===== config.mk =====
export PLATFORM = sky130hd
export DESIGN_NAME = tamio_top
export DESIGN_NICKNAME = d
export VERILOG_FILES = /design/src/rtl/tamio_pkg.sv /design/src/rtl/tamio_quad_counter.sv /design/src/rtl/tamio_pwm_channel.sv /design/src/rtl/tamio_top.sv
export VERILOG_INCLUDE_DIRS = /design/src /design/src/rtl
export SDC_FILE = /design/constraint.sdc
export NUM_CORES = 1
export LEC_CHECK = 0
export BUFFER_PORTS_ARGS = -buffer_cell sky130_fd_sc_hd__buf_2
export CAP_MARGIN = 40
export CORE_MARGIN = 4
export CORE_UTILIZATION = 30
export CTS_CLUSTER_DIAMETER = 80
export CTS_CLUSTER_SIZE = 14
export DETAILED_ROUTE_END_ITERATION = 12
export PLACE_DENSITY = 0.54
export SETUP_SLACK_MARGIN = 0.2
export SLEW_MARGIN = 40
export SYNTH_ARGS = -nofsm -noshare
export SYNTH_HDL_FRONTEND = slang
export SYNTH_SLANG_ARGS = --single-unit

===== constraint.sdc =====
create_clock -name clk -period 4.9 [get_ports clk]
set_clock_uncertainty 0.15 [all_clocks]
set_input_delay 0.245 -clock clk [delete_from_list [all_inputs] [get_ports clk]]
set_output_delay 0.245 -clock clk [all_outputs]
set_load 0.03 [all_outputs]

===== src/rtl/tamio_cfg.svh =====
`ifndef TAMIO_CFG_SVH
`define TAMIO_CFG_SVH

// Register byte offsets on the APB slave, one aligned 32-bit word each.
`define TAMIO_OFF_REVISION   12'h000
`define TAMIO_OFF_ENC_AZ     12'h004
`define TAMIO_OFF_ENC_PI     12'h008
`define TAMIO_OFF_CLEAR      12'h00c
`define TAMIO_OFF_CTRL_AZ    12'h010
`define TAMIO_OFF_CTRL_PI    12'h014
`define TAMIO_OFF_DIVIDER    12'h018
`define TAMIO_OFF_OVERHEAT   12'h01c
`define TAMIO_OFF_CUTOFF     12'h020
`define TAMIO_OFF_TACHO_AZ   12'h024
`define TAMIO_OFF_TACHO_PI   12'h028
`define TAMIO_OFF_BRAKE      12'h02c

// Field positions inside the shared divider word.
`define TAMIO_DIV_AZ_LSB     0
`define TAMIO_DIV_PI_LSB     8

// Reset values of the software-written fields.
`define TAMIO_RST_CLEAR      2'h0
`define TAMIO_RST_CUTOFF     2'h3
`define TAMIO_RST_BRAKE      2'h0
`define TAMIO_RST_CTRL       11'h000
`define TAMIO_RST_DIV        6'h00

// Clock rates in MHz; the base tick divider is derived from them.
`define TAMIO_CLK_MHZ        200
`define TAMIO_BASE_MHZ       40
`define TAMIO_BASE_DIV       (`TAMIO_CLK_MHZ / `TAMIO_BASE_MHZ)

// PWM period in prescaled base ticks and widest prescaler value.
`define TAMIO_PWM_PERIOD     1023
`define TAMIO_DIV_MAX        63

`endif


===== src/rtl/tamio_pkg.sv =====
package tamio_pkg;

    // Control word: signed, magnitude is the duty in prescaled base ticks.
    typedef logic signed [10:0] tamio_ctrl_t;
    typedef logic        [5:0]  tamio_div_t;
    typedef logic signed [15:0] tamio_count_t;
    typedef logic        [11:0] tamio_tacho_t;

    // Quadrature counter state.
    typedef struct packed {
        logic         aPrev;
        logic         bPrev;
        tamio_count_t count;
    } tamio_quad_t;

    // PWM channel state.
    typedef struct packed {
        tamio_div_t  presCnt;
        logic [9:0]  periodCnt;
        logic        pwm;
        logic        dir;
    } tamio_pwm_t;

    // Register file and bus state of the top level.
    typedef struct packed {
        logic          pready;
        logic          pslverr;
        logic [31:0]   prdata;
        logic [1:0]    clearFlags;
        tamio_ctrl_t   ctrlAz;
        tamio_ctrl_t   ctrlPi;
        tamio_div_t    divAz;
        tamio_div_t    divPi;
        logic [1:0]    cutoffEn;
        logic [1:0]    brake;
        logic [1:0]    overheat;
        tamio_tacho_t  tachoAz;
        tamio_tacho_t  tachoPi;
        logic [2:0]    baseDiv;
        logic          baseTick;
    } tamio_regs_t;

endpackage : tamio_pkg


===== src/rtl/tamio_quad_counter.sv =====
`timescale 1ns/1ps
`default_nettype none
module tamio_quad_counter (
    // Clock and reset.
    input  wire logic                   clk,
    input  wire logic                   reset,
    // Encoder phases and clear level.
    input  wire logic                   phaseA,
    input  wire logic                   phaseB,
    input  wire logic                   clear,
    // Position count.
    output var  tamio_pkg::tamio_count_t count
);
    import tamio_pkg::*;

    tamio_quad_t s_r;
    tamio_quad_t s_nxt;
    logic [1:0]  prevAb;
    logic [1:0]  curAb;

    // Four-edge decode; one phase leading the other sets the direction.
    always_comb begin
        s_nxt       = s_r;
        prevAb      = {s_r.aPrev, s_r.bPrev};
        curAb       = {phaseA, phaseB};
        s_nxt.aPrev = phaseA;
        s_nxt.bPrev = phaseB;
        if (clear) begin
            s_nxt.count = '0;
        end else begin
            unique case ({prevAb, curAb})
                4'b0001, 4'b0111, 4'b1110, 4'b1000: s_nxt.count = s_r.count + 16'sh0001;
                4'b0010, 4'b1011, 4'b1101, 4'b0100: s_nxt.count = s_r.count - 16'sh0001;
                default: s_nxt.count = s_r.count; // No step, or an illegal double jump.
            endcase
        end
    end

    // Counting wraps at the 16-bit limits by plain two's-complement overflow.
    always_ff @(posedge clk) begin
        if (reset) begin
            s_r <= '0;
        end else begin
            s_r <= s_nxt;
        end
    end

    assign count = s_r.count;
endmodule : tamio_quad_counter
`default_nettype wire


===== src/rtl/tamio_pwm_channel.sv =====
`timescale 1ns/1ps
`default_nettype none
`include "tamio_cfg.svh"
module tamio_pwm_channel #(
    parameter int PERIOD = `TAMIO_PWM_PERIOD
) (
    // Clock, reset and 40 MHz base tick.
    input  wire logic                  clk,
    input  wire logic                  reset,
    input  wire logic                  baseTick,
    // Settings and cutoff.
    input  wire tamio_pkg::tamio_ctrl_t ctrl,
    input  wire tamio_pkg::tamio_div_t  divider,
    input  wire logic                  suppress,
    // Drive outputs.
    output var  logic                  pwm,
    output var  logic                  dir
);
    import tamio_pkg::*;

    if (PERIOD < 2 || PERIOD > 1023) begin : g_bad_period
        $error("PWM period must lie in 2..1023.");
    end

    tamio_pwm_t s_r;
    tamio_pwm_t s_nxt;
    logic [11:0] mag;

    // Period counter advances once per (divider+1) base ticks.
    always_comb begin
        s_nxt = s_r;
        mag   = ctrl[10] ? 12'(-$signed({ctrl[10], ctrl})) : {1'b0, ctrl};
        if (mag > 12'(PERIOD)) begin
            mag = 12'(PERIOD); // Full negative is one step longer; clip it to full.
        end
        if (baseTick) begin
            if (s_r.presCnt >= divider) begin
                s_nxt.presCnt = '0;
                if (s_r.periodCnt >= 10'(PERIOD - 1)) begin
                    s_nxt.periodCnt = '0;
                end else begin
                    s_nxt.periodCnt = s_r.periodCnt + 10'h001;
                end
            end else begin
                s_nxt.presCnt = s_r.presCnt + 6'h01;
            end
        end
        // Zero magnitude never exceeds the count, so the wave stays low.
        s_nxt.pwm = ({2'b00, s_r.periodCnt} < mag) && !suppress;
        s_nxt.dir = ctrl[10];
    end

    always_ff @(posedge clk) begin
        if (reset) begin
            s_r <= '0;
        end else begin
            s_r <= s_nxt;
        end
    end

    assign pwm = s_r.pwm;
    assign dir = s_r.dir;
endmodule : tamio_pwm_channel
`default_nettype wire


===== src/rtl/tamio_top.sv =====
// The APB register port and the address map are this design's own decisions.
`timescale 1ns/1ps
`default_nettype none
`include "tamio_cfg.svh"
module tamio_top #(
    parameter logic [15:0] LOGIC_REVISION = 16'h0a01, // Arbitrary value.
    parameter int          PWM_PERIOD     = `TAMIO_PWM_PERIOD
) (
    // Clock and reset.
    input  wire logic                   clk,
    input  wire logic                   reset,
    // APB slave.
    input  wire logic                   psel,
    input  wire logic                   penable,
    input  wire logic                   pwrite,
    input  wire logic [11:0]            paddr,
    input  wire logic [31:0]            pwdata,
    output var  logic [31:0]            prdata,
    output var  logic                   pready,
    output var  logic                   pslverr,
    // Encoder phases.
    input  wire logic                   encAzA,
    input  wire logic                   encAzB,
    input  wire logic                   encPiA,
    input  wire logic                   encPiB,
    // Amplifier overheat levels, azimuth in bit 0.
    input  wire logic [1:0]             overheatIn,
    // Tachogenerator converter results.
    input  wire tamio_pkg::tamio_tacho_t tachoAzIn,
    input  wire tamio_pkg::tamio_tacho_t tachoPiIn,
    input  wire logic                   tachoValid,
    // Motor power interface.
    output var  logic                   pwmAz,
    output var  logic                   dirAz,
    output var  logic                   brakeAz,
    output var  logic                   pwmPi,
    output var  logic                   dirPi,
    output var  logic                   brakePi
);
    import tamio_pkg::*;

    if (`TAMIO_BASE_DIV < 2 || `TAMIO_BASE_DIV > 8) begin : g_bad_base
        $error("Base tick divider must lie in 2..8.");
    end

    tamio_regs_t  r_r;
    tamio_regs_t  r_nxt;
    tamio_count_t encAz;
    tamio_count_t encPi;
    logic         accessPh;
    logic         doWrite;
    logic         mapped;
    logic [31:0]  readWord;

    // Azimuth encoder counter with its own clear bit.
    tamio_quad_counter u_enc_az (
        .clk    (clk),
        .reset  (reset),
        .phaseA (encAzA),
        .phaseB (encAzB),
        .clear  (r_r.clearFlags[0]),
        .count  (encAz)
    );

    // Pitch encoder counter with its own clear bit.
    tamio_quad_counter u_enc_pi (
        .clk    (clk),
        .reset  (reset),
        .phaseA (encPiA),
        .phaseB (encPiB),
        .clear  (r_r.clearFlags[1]),
        .count  (encPi)
    );

    // Azimuth drive, using the first prescaler field.
    tamio_pwm_channel #(
        .PERIOD (PWM_PERIOD)
    ) u_pwm_az (
        .clk      (clk),
        .reset    (reset),
        .baseTick (r_r.baseTick),
        .ctrl     (r_r.ctrlAz),
        .divider  (r_r.divAz),
        .suppress (r_r.cutoffEn[0] && r_r.overheat[0]),
        .pwm      (pwmAz),
        .dir      (dirAz)
    );

    // Pitch drive, using the second prescaler field.
    tamio_pwm_channel #(
        .PERIOD (PWM_PERIOD)
    ) u_pwm_pi (
        .clk      (clk),
        .reset    (reset),
        .baseTick (r_r.baseTick),
        .ctrl     (r_r.ctrlPi),
        .divider  (r_r.divPi),
        .suppress (r_r.cutoffEn[1] && r_r.overheat[1]),
        .pwm      (pwmPi),
        .dir      (dirPi)
    );

    // Address decode and read mux; unmapped addresses read as zero.
    always_comb begin
        readWord = 32'h0000_0000;
        mapped   = 1'b1;
        unique case (paddr)
            `TAMIO_OFF_REVISION: readWord[15:0] = LOGIC_REVISION;
            `TAMIO_OFF_ENC_AZ:   readWord[15:0] = encAz;
            `TAMIO_OFF_ENC_PI:   readWord[15:0] = encPi;
            `TAMIO_OFF_CLEAR:    readWord[1:0]  = r_r.clearFlags;
            `TAMIO_OFF_CTRL_AZ:  readWord[10:0] = r_r.ctrlAz;
            `TAMIO_OFF_CTRL_PI:  readWord[10:0] = r_r.ctrlPi;
            `TAMIO_OFF_DIVIDER: begin
                readWord[`TAMIO_DIV_AZ_LSB +: 6] = r_r.divAz;
                readWord[`TAMIO_DIV_PI_LSB +: 6] = r_r.divPi;
            end
            `TAMIO_OFF_OVERHEAT: readWord[1:0]  = r_r.overheat;
            `TAMIO_OFF_CUTOFF:   readWord[1:0]  = r_r.cutoffEn;
            `TAMIO_OFF_TACHO_AZ: readWord[11:0] = r_r.tachoAz;
            `TAMIO_OFF_TACHO_PI: readWord[11:0] = r_r.tachoPi;
            `TAMIO_OFF_BRAKE:    readWord[1:0]  = r_r.brake;
            default:             mapped         = 1'b0;
        endcase
    end

    // The first access cycle is always a wait state, so every output of
    // the slave can come from a flop; writes land on the completing edge.
    assign accessPh = psel && penable && !r_r.pready;
    assign doWrite  = psel && penable && r_r.pready && pwrite && !r_r.pslverr;

    // Next-state of bus, register file, base tick and sampled inputs.
    always_comb begin
        r_nxt         = r_r;
        r_nxt.pready  = accessPh;
        r_nxt.pslverr = accessPh && !mapped;
        if (accessPh) begin
            r_nxt.prdata = pwrite ? 32'h0000_0000 : readWord;
        end
        // Software writes; read-only words silently ignore the data.
        if (doWrite) begin
            unique case (paddr)
                `TAMIO_OFF_CLEAR:   r_nxt.clearFlags = pwdata[1:0];
                `TAMIO_OFF_CTRL_AZ: r_nxt.ctrlAz     = pwdata[10:0];
                `TAMIO_OFF_CTRL_PI: r_nxt.ctrlPi     = pwdata[10:0];
                `TAMIO_OFF_DIVIDER: begin
                    r_nxt.divAz = pwdata[`TAMIO_DIV_AZ_LSB +: 6];
                    r_nxt.divPi = pwdata[`TAMIO_DIV_PI_LSB +: 6];
                end
                `TAMIO_OFF_CUTOFF:  r_nxt.cutoffEn   = pwdata[1:0];
                `TAMIO_OFF_BRAKE:   r_nxt.brake      = pwdata[1:0];
                default:            r_nxt.brake      = r_r.brake;
            endcase
        end
        // Base tick divides the system clock down to 40 MHz.
        if (r_r.baseDiv == 3'(`TAMIO_BASE_DIV - 1)) begin
            r_nxt.baseDiv  = 3'h0;
            r_nxt.baseTick = 1'b1;
        end else begin
            r_nxt.baseDiv  = r_r.baseDiv + 3'h1;
            r_nxt.baseTick = 1'b0;
        end
        // Overheat levels pass through one flop before status and cutoff.
        r_nxt.overheat = overheatIn;
        // A converter result replaces the previous one on its strobe.
        if (tachoValid) begin
            r_nxt.tachoAz = tachoAzIn;
            r_nxt.tachoPi = tachoPiIn;
        end
    end

    // One clocked process registers the whole state.
    always_ff @(posedge clk) begin
        if (reset) begin
            r_r            <= '0;
            r_r.clearFlags <= `TAMIO_RST_CLEAR;
            r_r.ctrlAz     <= `TAMIO_RST_CTRL;
            r_r.ctrlPi     <= `TAMIO_RST_CTRL;
            r_r.divAz      <= `TAMIO_RST_DIV;
            r_r.divPi      <= `TAMIO_RST_DIV;
            r_r.cutoffEn   <= `TAMIO_RST_CUTOFF; // Protect amplifiers by default.
            r_r.brake      <= `TAMIO_RST_BRAKE;
        end else begin
            r_r <= r_nxt;
        end
    end

    // Outputs taken straight from the state flops.
    assign prdata  = r_r.prdata;
    assign pready  = r_r.pready;
    assign pslverr = r_r.pslverr;
    assign brakeAz = r_r.brake[0];
    assign brakePi = r_r.brake[1];
endmodule : tamio_top
`default_nettype wire


==> results of run 1 <==
path summary, 6_finish.rpt:
path	startpoint	endpoint	slack, ns	cells after the start
max	encPiB	u_enc_pi.count[15]	1.34	13
min	reset	r_r[0]	0.12	2
max reg2reg	u_enc_pi.prevAb[1]	u_enc_pi.count[15]	1.54	11
min reg2reg	prdata[10]	prdata[10]	0.30	2
cell usage in the layout, fill, tap and decap left out, types with 33 or more instances in the layout:
master and instances:
nand2_1 134, buf_2 84, ha_1 68, dlygate4sd3_1 44, nor2_1 125, o21ai_0 33
nand3_1 68, mux2i_1 45, dfxtp_1 160, a21oi_1 105
kinds of logic after synthesis:
| group | synth area share, % |
|---|---|
| AOI/OAI and AO/OA | 18.0 |
| xor gates and xnor gates | 5.22 |
| adders and majority gates | 9.16 |
| buffers and inverters | 6.45 |
| DFF | 32.9 |
| muxes | 5.21 |
| other | 0.0386 |
| and+or+nand+nor | 23.0 |
layer usage:
metal	share of wire, %	wire [um]	up-vias	track usage (%)
met5	0.063	18	-	0
met4	2.2	644	2	5.17
met3	4.8	1370	34	3.39
met2	46	13300	193	26.2
met1	47	13400	4081	21.2
li1	-	-	4381	-
through the flow:
stage / hold slack [ns] / power [mW] / std cells
2_1_floorplan: 0.223 / 1.82 / 1215
3_3_place_gp: 0.292 / 1.95 / 1648
3_5_place_dp: 0.295 / 1.96 / 1648
4_1_cts: 0.0956 / 3.43 / 1723
5_1_grt: 0.119 / 3.55 / 1725
6_report: 0.124 / 3.40 / 1725
power breakdown:
group	internal, mW	switching [mW]	leakage (nW)
clock	0.866	0.576	0.303
combinational	0.220	0.320	2.95
sequential	1.36	0.0629	1.30
total	2.45	0.959	4.55
synthesized netlist by cell type, drive strengths merged (5+ instances only):
cell type	n	area [sq um]
dfxtp	160	3200
nand2	134	503
nor2	130	515
a21oi	105	526
ha	68	851
nand3	68	340
buf	56	364
mux2i	45	450
o21ai	42	210
clkbuf	38	143
inv	32	120
xnor2	29	254
xor2	29	254
a21o	24	180
nor3	24	125
nand4	21	131
nor2b	19	119
a22oi	18	135
a211oi	14	110
o22ai	10	62.6
and2	9	56.3
nand2b	8	50.1
or2	8	50.1
or3	8	55.1
a21boi	7	52.6
and4	7	61.3
a31oi	6	37.5
and3	6	37.5
nor4	5	46.3
flip-flops by register name (all words and copies together), names as in the netlist, 2 cells and up:
register         cells
u_pwm_pi.s_r        16
u_pwm_az.s_r        16
u_enc_az.count      16
prdata              16
u_enc_pi.prevAb      2
r_r                 68
u_enc_pi.count      16
u_enc_az.prevAb      2
final cells by class:
type / instances / area [sq um] / area share (%)
multi-input cells: 929 / 5960 / 52.2
flip-flops and latches: 160 / 3200 / 28.1
repair buffers: 138 / 960 / 8.41
well taps: 435 / 544 / 4.77
clock buffers: 18 / 439 / 3.85
clock inverters: 13 / 185 / 1.62
inverters: 32 / 120 / 1.05
==> results.md, run 1 <==
* Hold Buf Count CTS at 44
* Post-synthesis instance area at 9730 sq um
* Relative slew slack at 46.0%
* Worst setup EP type: flop
* Post-DRT Antenna Nets at 0
* Synth warn at 0
* Placed cell areas at 10300 sq um
* Drt wl/cell at 16.6 um
* Drt total wl at 28700 um
* Detail Placement HPWL at 21100 um
* Synth async-reset ratio at 0%
* Clock Path Buffers at 2
* # Max-Cap Violations at 0
* Overall routing resource usage at 16.1%
* Post-route cell area at 11400 sq um
* CP max stage delay at 0.57 ns
* CP startpoint kind: input pin
* Buf/Inv on CP at 3
* Final period util at 72.6%
* Worst-path cell chain: dlygate4sd3_1, buf_2, xor2_1, or2_2, inv_1, ha_1, a211oi_2, nor2_1, nor2_2, o221ai_2, a221o_1, or4_1, o211ai_1
* H-tree Lvls at 4
* GRT overflow at 0
* I/O pins at 120
* Arr. time, crit path at 3.76 ns
* Max rail drop VDD at 0.212 mV
* CTS root buf: clkbuf_16
* RSZ-0062 raised after global routing: false
* Worst EP required at 5.11 ns
* Post-synth cell types at 76
* Post-synth EDFFs at 0
* Reg clk slew, reported paths at 0.06 ns
* FMAX at 281 MHz
* Worst min path class: input pin to flop
* Starting Density at 30.6%
* Post-Route Utilization at 35.9%
* CTS tree: built
* Synthesized instance count at 1200
* Worst Path Max Fanout at 15
* DRC viols at 0
* Vias in the first global route at 8377
* Final setup fails at 0
* Status: finished, final reports clean
* First-pass GRT wire length at 45700 um
* Crit Path Category: input pin to flop
* Synthesis-stage register bit count at 160
* Core area at 31800 sq um
* Vias per Instance at 5.04
* Final worst-path setup slack at 1.34 ns
* Die W at 188 um
* Die Y at 188 um
* Slowest CP cell: dlygate4sd3_1
* Final Critical Period at 3.56 ns
* Via count at 8691
* Mean Syn Cell Area at 8.10 sq um
* Number of fillers in the final layout at 3312
* Setup TNS at 0 ns
* FP Rows at 65
* TritonRoute pass-1 iters at 5
* Die Footprint at 35400 sq um
* PD cells at 298 nW/um^2
* Initial antenna violation count at 1
* Largest delay share family, worst path: buffers and inverters
* Final Hold Fails at 0
* Iteration-0 DRC Markers at 606
* RD Place Congestion at 0.891
* Nets at 1428
* Largest net degree at the start of global routing at 62
* Area delta synth->final at 17.3%
* TritonCTS Sinks at 160
* Top_reg_cell synth: dfxtp_1
* Share of layout cells above drive strength 1 at 11.9%
* Antenna cells at 0
* Port Buffers at 85
* Worst-Margin Slew at 0.807 ns
* CTS resizes at 0
* Lkg Pwr at 4.55 nW
* TritonCTS Buffers at 17
* Worst skew pair latency at 0.44 ns
* Seq/Total Area, Yosys at 32.9%
* Max-slew violations at 0
* Post-CTS Repair Setup Buffers at 0
* Post-place setup slack at 1.54 ns
Power figures use the tool's default switching activity.
==> run 2: changes to the inputs <==
clock period = 3.6 ns   (was 4.9 ns; I/O delays follow)
==> run 2 against run 1 <==
Effect of this change:
- core utilization about the same
- cell count up 0.75%
- die area unchanged
- critical endpoint unchanged
- setup slack worse by 0.90 ns
- non-clock buffer count up 11
==> results.md, run 2 (synthesized netlist as in run 1, its figures left out) <==
* Post-Route Utilization at 35.9% (about the same)
* I/O pins at 120 (unchanged)
* Clock Path Buffers at 2 (unchanged)
* Area delta synth->final at 17.4% (was 17.3%)
* CTS root buf: clkbuf_16 (unchanged)
* Reg clk slew, reported paths at 0.07 ns (was 0.06 ns)
* Port Buffers at 85 (unchanged)
* Die W at 188 um (unchanged)
* Max rail drop VDD at 0.299 mV (was 0.212 mV)
* Drt wl/cell at 16.7 um (was 16.6 um)
* CP max stage delay at 0.56 ns (was 0.57 ns)
* Commonest non-fill, non-tap cell in the layout: dfxtp_1 (unchanged)
* Max-slew violations at 0 (unchanged)
* Area occupied by multi-input gates at 5950 sq um (was 5960 sq um)
* Worst-path cell chain: dlygate4sd3_1, buf_2, xor2_1, or2_2, clkinvlp_4, ha_1, a211oi_2, nor2_1, nor2_2, o221ai_2, a221o_1, or4_1, o211ai_1 (was dlygate4sd3_1, buf_2, xor2_1, or2_2, inv_1, ha_1, a211oi_2, nor2_1, nor2_2, o221ai_2, a221o_1, or4_1, o211ai_1)
* Via count at 8751 (was 8691)
* DRC viols at 0 (unchanged)
* Arr. time, crit path at 3.38 ns (was 3.76 ns)
* Crit Path Category: input pin to flop (unchanged)
* Lkg Pwr at 4.57 nW (was 4.55 nW)
* Hold Crit Depth at 3 (was 2)
* Storage element area at 3200 sq um (unchanged)
* Initial antenna violation count at 2 (was 1)
* Final worst-path setup slack at 0.441 ns (was 1.34 ns)
* Most frequent cells in the layout: dfxtp_1, nand2_1, nor2_1 (unchanged)
* PD cells at 395 nW/um^2 (was 298 nW/um^2)
* H-tree Lvls at 4 (unchanged)
* Vias per Instance at 5.04 (about the same)
* Met1 Use GR at 22.3% (was 21.2%)
* Placed insts at 1661 (was 1648)
* Vias in the first global route at 8365 (was 8377)
* Worst-Margin Slew at 0.756 ns (was 0.807 ns)
* Worst EP required at 3.82 ns (was 5.11 ns)
* Worst R2R Path Depth at 11 (unchanged)
* Iteration-0 DRC Markers at 817 (was 606)
* Post-DRT Antenna Nets at 0 (unchanged)
* Met2 Track Usage GR at 26.1% (was 26.2%)
* RSZ-0062 raised after global routing: false (unchanged)
* First-pass GRT wire length at 46500 um (was 45700 um)
* CP startpoint kind: input pin (unchanged)
* FMAX at 317 MHz
* RD Place Congestion at 0.907 (was 0.891)
* Share of layout cells above drive strength 1 at 12.6% (was 11.9%)
* Worst skew pair latency at 0.44 ns (about the same)
* Post-layout total power at 4.51 mW (was 3.40 mW)
* Number of fillers in the final layout at 3268 (was 3312)
* Starting Density at 30.6% (unchanged)
* Worst Path Max Fanout at 10 (was 15)
* Worst min path class: input pin to flop (unchanged)
* Final Critical Period at 3.16 ns
* Routing usage on met3 at 2.90% (was 3.39%)
* Core area at 31800 sq um (unchanged)
* TritonRoute pass-1 iters at 6 (was 5)
* Post-CTS Repair Setup Buffers at 0 (unchanged)
* Detail Placement HPWL at 21400 um (was 21100 um)
* Largest net degree at the start of global routing at 61 (was 62)
* Most used routing layer: met2 (unchanged)
* GRT overflow at 0 (unchanged)
* TritonCTS Buffers at 17 (unchanged)
* Slowest CP cell: dlygate4sd3_1 (unchanged)
* CTS tree: built (unchanged)
* # Max-Cap Violations at 0 (unchanged)
* Post-route cell area at 11400 sq um (about the same)
* Hold Slack at 0.0450 ns (was 0.124 ns)
* Die Y at 188 um (unchanged)
* Nets at 1439 (was 1428)
* TritonCTS Sinks at 160 (unchanged)
* Final period util at 87.8%
* Final Hold Fails at 0 (unchanged)
* Overall routing resource usage at 16.3% (was 16.1%)
* FP Rows at 65 (unchanged)
* Worst setup EP type: flop (unchanged)
* Die Footprint at 35400 sq um (unchanged)
* Final std cells w/o fill at 1738 (was 1725)
* Placed cell areas at 10400 sq um (was 10300 sq um)
* Most flop-heavy register: r_r (unchanged)
* Status: finished, final reports clean (unchanged)
* Relative slew slack at 49.4% (was 46.0%)
* Setup TNS at 0 ns (unchanged)
* Drt total wl at 29000 um (was 28700 um)
* Max reg flops at 68 (unchanged)
* Post-place setup slack at 0.465 ns (was 1.54 ns)
* Final setup fails at 0 (unchanged)
-- run 2: cell types whose count changed in the layout (fill, tap and decap cells not counted), moves of 2 or more --
cell and delta:
buf_4 +13, bufinv_16 -3, clkinv_2 -2, inv_6 +5
inv_8 +3
-- run 2: routing by layer --
metal / part of all wire [%] / vias up
met2: 46 / 227
li1: - / 4398
met5: 0.24 / -
met4: 2.4 / 4
met1: 46 / 4081
met3: 4.9 / 41
-- run 2: path summary, 6_finish.rpt --
| kind | from | end | slack [ns] |
|---|---|---|---|
| min reg2reg | prdata[11] | prdata[11] | 0.30 |
| min | pwrite | prdata[10] | 0.05 |
| max reg2reg | u_enc_pi.prevAb[0] | u_enc_pi.count[15] | 0.57 |
| max | encPiB | u_enc_pi.count[15] | 0.44 |
-- run 2: what timing repair did --
action | CTS | global route
hold endpoints to repair | 70 | 0
gates resized for setup | 0 | 1
hold buffers | 44 | 0
setup endpoints to repair | 0 | 1
-- run 2: power by group --
group | leakage [nW] | internal [mW] | switching (mW) | total (mW)
combinational | 2.99 | 0.307 | 0.435 | 0.742
clock | 0.283 | 0.982 | 0.852 | 1.83
sequential | 1.30 | 1.85 | 0.0855 | 1.94
total | 4.57 | 3.14 | 1.37 | 4.51
-- run 2: worst max-delay path: cells and delay by family --
kind	cells	cell delay (ns)
XOR/XNOR	1	0.14
adder cells (fa/ha/maj)	1	0.34
AND/OR/NAND/NOR	4	0.97
buffers and inverters	3	0.90
AO/OA/AOI/OAI	4	0.83
-- run 2: layout make-up --
type / instances / share of cell area (%)
sequential: 160 / 28.0
clock inverter: 14 / 1.28
antenna: 1 / 0.0219
multi-input combinational: 929 / 52.1
timing repair buffer: 149 / 8.92
inverter: 32 / 1.08
clock buffer: 18 / 3.76
tap: 435 / 4.77
==> run 3: changes to the inputs <==
CTS_CLUSTER_DIAMETER = 40   (was 80)
clock period = 4.05 ns   (was 3.6 ns; I/O delays follow)
==> run 3 against run 2 <==
Effect of this change:
- total power fell by 11%
- clock power fell by 11%
- setup slack improved by 0.14 ns
- clock-buffer cell count fell by 1
- largest power group unchanged
==> results.md, run 3 (synthesized netlist as in run 1, its figures left out) <==
* Worst-path cell chain: dlygate4sd3_1, buf_2, xor2_1, or2_2, inv_1, ha_1, a21o_1, nand2_1, o211a_1, o221ai_2, a221o_1, or4_1, o211ai_1 (was dlygate4sd3_1, buf_2, xor2_1, or2_2, clkinvlp_4, ha_1, a211oi_2, nor2_1, nor2_2, o221ai_2, a221o_1, or4_1, o211ai_1)
* # Max-Cap Violations at 0 (unchanged)
* Final Critical Period at 3.47 ns
* Initial antenna violation count at 1 (was 2)
* Final setup fails at 0 (unchanged)
* Launch point of the critical path: encPiB (unchanged)
* Share of layout cells above drive strength 1 at 12.1% (was 12.6%)
* Antenna cells at 0 (was 1)
* End of the critical path: u_enc_pi.count[15] (unchanged)
* Max-slew violations at 0 (unchanged)
* Largest net degree at the start of global routing at 58 (was 61)
* Worst r2r src: u_enc_pi.prevAb[1] (was u_enc_pi.prevAb[0])
* Detail Placement HPWL at 21400 um (about the same)
* I/O pins at 120 (unchanged)
* Crit Path Category: input pin to flop (unchanged)
* Status: finished, final reports clean (unchanged)
* Relative slew slack at 49.2% (was 49.4%)
* Clock Path Buffers at 2 (unchanged)
* TritonRoute pass-1 iters at 5 (was 6)
* Drt wl/cell at 16.7 um (about the same)
* CTS root buf: clkbuf_16 (unchanged)
* Worst min path class: input pin to flop (unchanged)
* Core area at 31800 sq um (unchanged)
* Worst-Margin Slew at 0.762 ns (was 0.756 ns)
* GRT overflow at 0 (unchanged)
* Slowest CP cell: dlygate4sd3_1 (unchanged)
* Starting Density at 30.6% (unchanged)
* FMAX at 288 MHz
* Reg clk slew, reported paths at 0.07 ns (about the same)
* CTS resizes at 0 (unchanged)
* Worst EP required at 4.26 ns (was 3.82 ns)
* Arr. time, crit path at 3.68 ns (was 3.38 ns)
* Setup TNS at 0 ns (unchanged)
* Most flop-heavy register: r_r (unchanged)
* CP max stage delay at 0.57 ns (was 0.56 ns)
* Via count at 8738 (was 8751)
* DRC viols at 0 (unchanged)
* Largest delay share family, worst path: buffers and inverters (was simple AND/OR/NAND/NOR gates)
* CTS tree: built (unchanged)
* Vias per Instance at 5.05 (was 5.04)
* FP Rows at 65 (unchanged)
* Iteration-0 DRC Markers at 640 (was 817)
* Hold Slack at 0.0935 ns (was 0.0450 ns)
* Lkg Pwr at 4.54 nW (was 4.57 nW)
* Max rail drop VDD at 0.255 mV (was 0.299 mV)
* CP startpoint kind: input pin (unchanged)
* Overall routing resource usage at 16.0% (was 16.3%)
* TritonCTS Buffers at 17 (unchanged)
* Die W at 188 um (unchanged)
* Die Y at 188 um (unchanged)
* Worst setup EP type: flop (unchanged)
* Nets at 1432 (was 1439)
* TritonCTS Sinks at 160 (unchanged)
* Setup slack, reg-to-reg at 0.74 ns (was 0.57 ns)
* Vias in the first global route at 8202 (was 8365)
* Most frequent cells in the layout: dfxtp_1, nand2_1, nor2_1 (unchanged)
* Worst skew pair latency at 0.44 ns (about the same)
* Final Hold Fails at 0 (unchanged)
* Area delta synth->final at 16.8% (was 17.4%)
* Max reg flops at 68 (unchanged)
* Worst Path Max Fanout at 15 (was 10)
* Die Footprint at 35400 sq um (unchanged)
* Commonest non-fill, non-tap cell in the layout: dfxtp_1 (unchanged)
* First-pass GRT wire length at 45200 um (was 46500 um)
* PD cells at 353 nW/um^2 (was 395 nW/um^2)
* RD Place Congestion at 0.896 (was 0.907)
* Port Buffers at 85 (unchanged)
* Drt total wl at 28800 um (was 29000 um)
* Buf/Inv on CP at 3 (unchanged)
* Final period util at 85.6%
* Post-DRT Antenna Nets at 0 (unchanged)
* H-tree Lvls at 4 (unchanged)
* RSZ-0062 raised after global routing: false (unchanged)
* Critical Path Stages at 13 (unchanged)
* FF-to-FF End: u_enc_pi.count[15] (unchanged)
* Worst R2R Path Depth at 11 (unchanged)
-- run 3: cell types whose count changed in the layout (fill, tap and decap cells not counted), sizes merged --
cell	before	now
inv	41	42
diode	1	0
clkbuf	18	17
clkinv	2	1
buf	105	98
-- run 3: per-layer routing --
layer  track usage, %  wire length [um]  vias up
li1                 -                 -     4387
met1             21.7             13500     4084
met2             26.0             13300      225
met3             2.89              1350       40
met4             4.69               649        2
met5                0                13        -
-- run 3: worst reg2reg max path: cells and delay by family (launching register included) --
kind,cells,cell delay (ns)
adders and majority gates,1,0.34
buffers and inverters,1,0.42
DFF,1,0.31
and+or+nand+nor,3,0.82
xor gates and xnor gates,1,0.16
AOI/OAI and AO/OA,5,1.04
-- run 3: how the worst min path moves through the flow --
stage / start / end / slack [ns] / cells after the start
4_1_cts: pwrite / prdata[10] / 0.07 / 3
3_3_place_gp: overheatIn[1] / r_r[29] / 0.27 / 2
5_1_grt: pwrite / prdata[10] / 0.09 / 3
3_5_place_dp: overheatIn[1] / r_r[29] / 0.27 / 2
6_report: pwrite / prdata[10] / 0.09 / 3
2_1_floorplan: overheatIn[0] / r_r[28] / 0.18 / 1
-- run 3: area by class of cell --
| cell class | instances | area (sq um) |
|---|---|---|
| Fill cell | 3345 | 20400 |
| Clock buffer | 17 | 425 |
| Clock inverter | 14 | 145 |
| Sequential cell | 160 | 3200 |
| Timing Repair Buffer | 142 | 966 |
| Multi-Input combinational cell | 929 | 5950 |
| Inverter | 32 | 120 |
| Tap cell | 435 | 544 |
-- run 3: report_power, final --
| part | total, mW | leakage [nW] | switching (mW) | internal [mW] |
|---|---|---|---|---|
| Combinational | 0.651 | 2.96 | 0.384 | 0.267 |
| Clock | 1.63 | 0.278 | 0.763 | 0.869 |
| Sequential | 1.72 | 1.30 | 0.0777 | 1.64 |
-- run 3: timing repair --
item	4_1_cts	5_1_grt
setup buffers	0	0
hold buffers	44	0
endpoints found under the hold margin	67	0
-- run 3: through the flow --
stage	std cells	util (%)	total power, mW	setup slack [ns]	area (sq um)
final	1729	35.7	4.01	0.584	11400
after global routing	1729	35.7	4.19	0.393	11400
after CTS	1729	35.7	4.04	0.568	11400
after detailed placement	1654	32.5	2.37	0.727	10300
after global placement	1654	32.5	2.36	0.795	10300
after floorplan	1215	-	2.21	1.10	9780
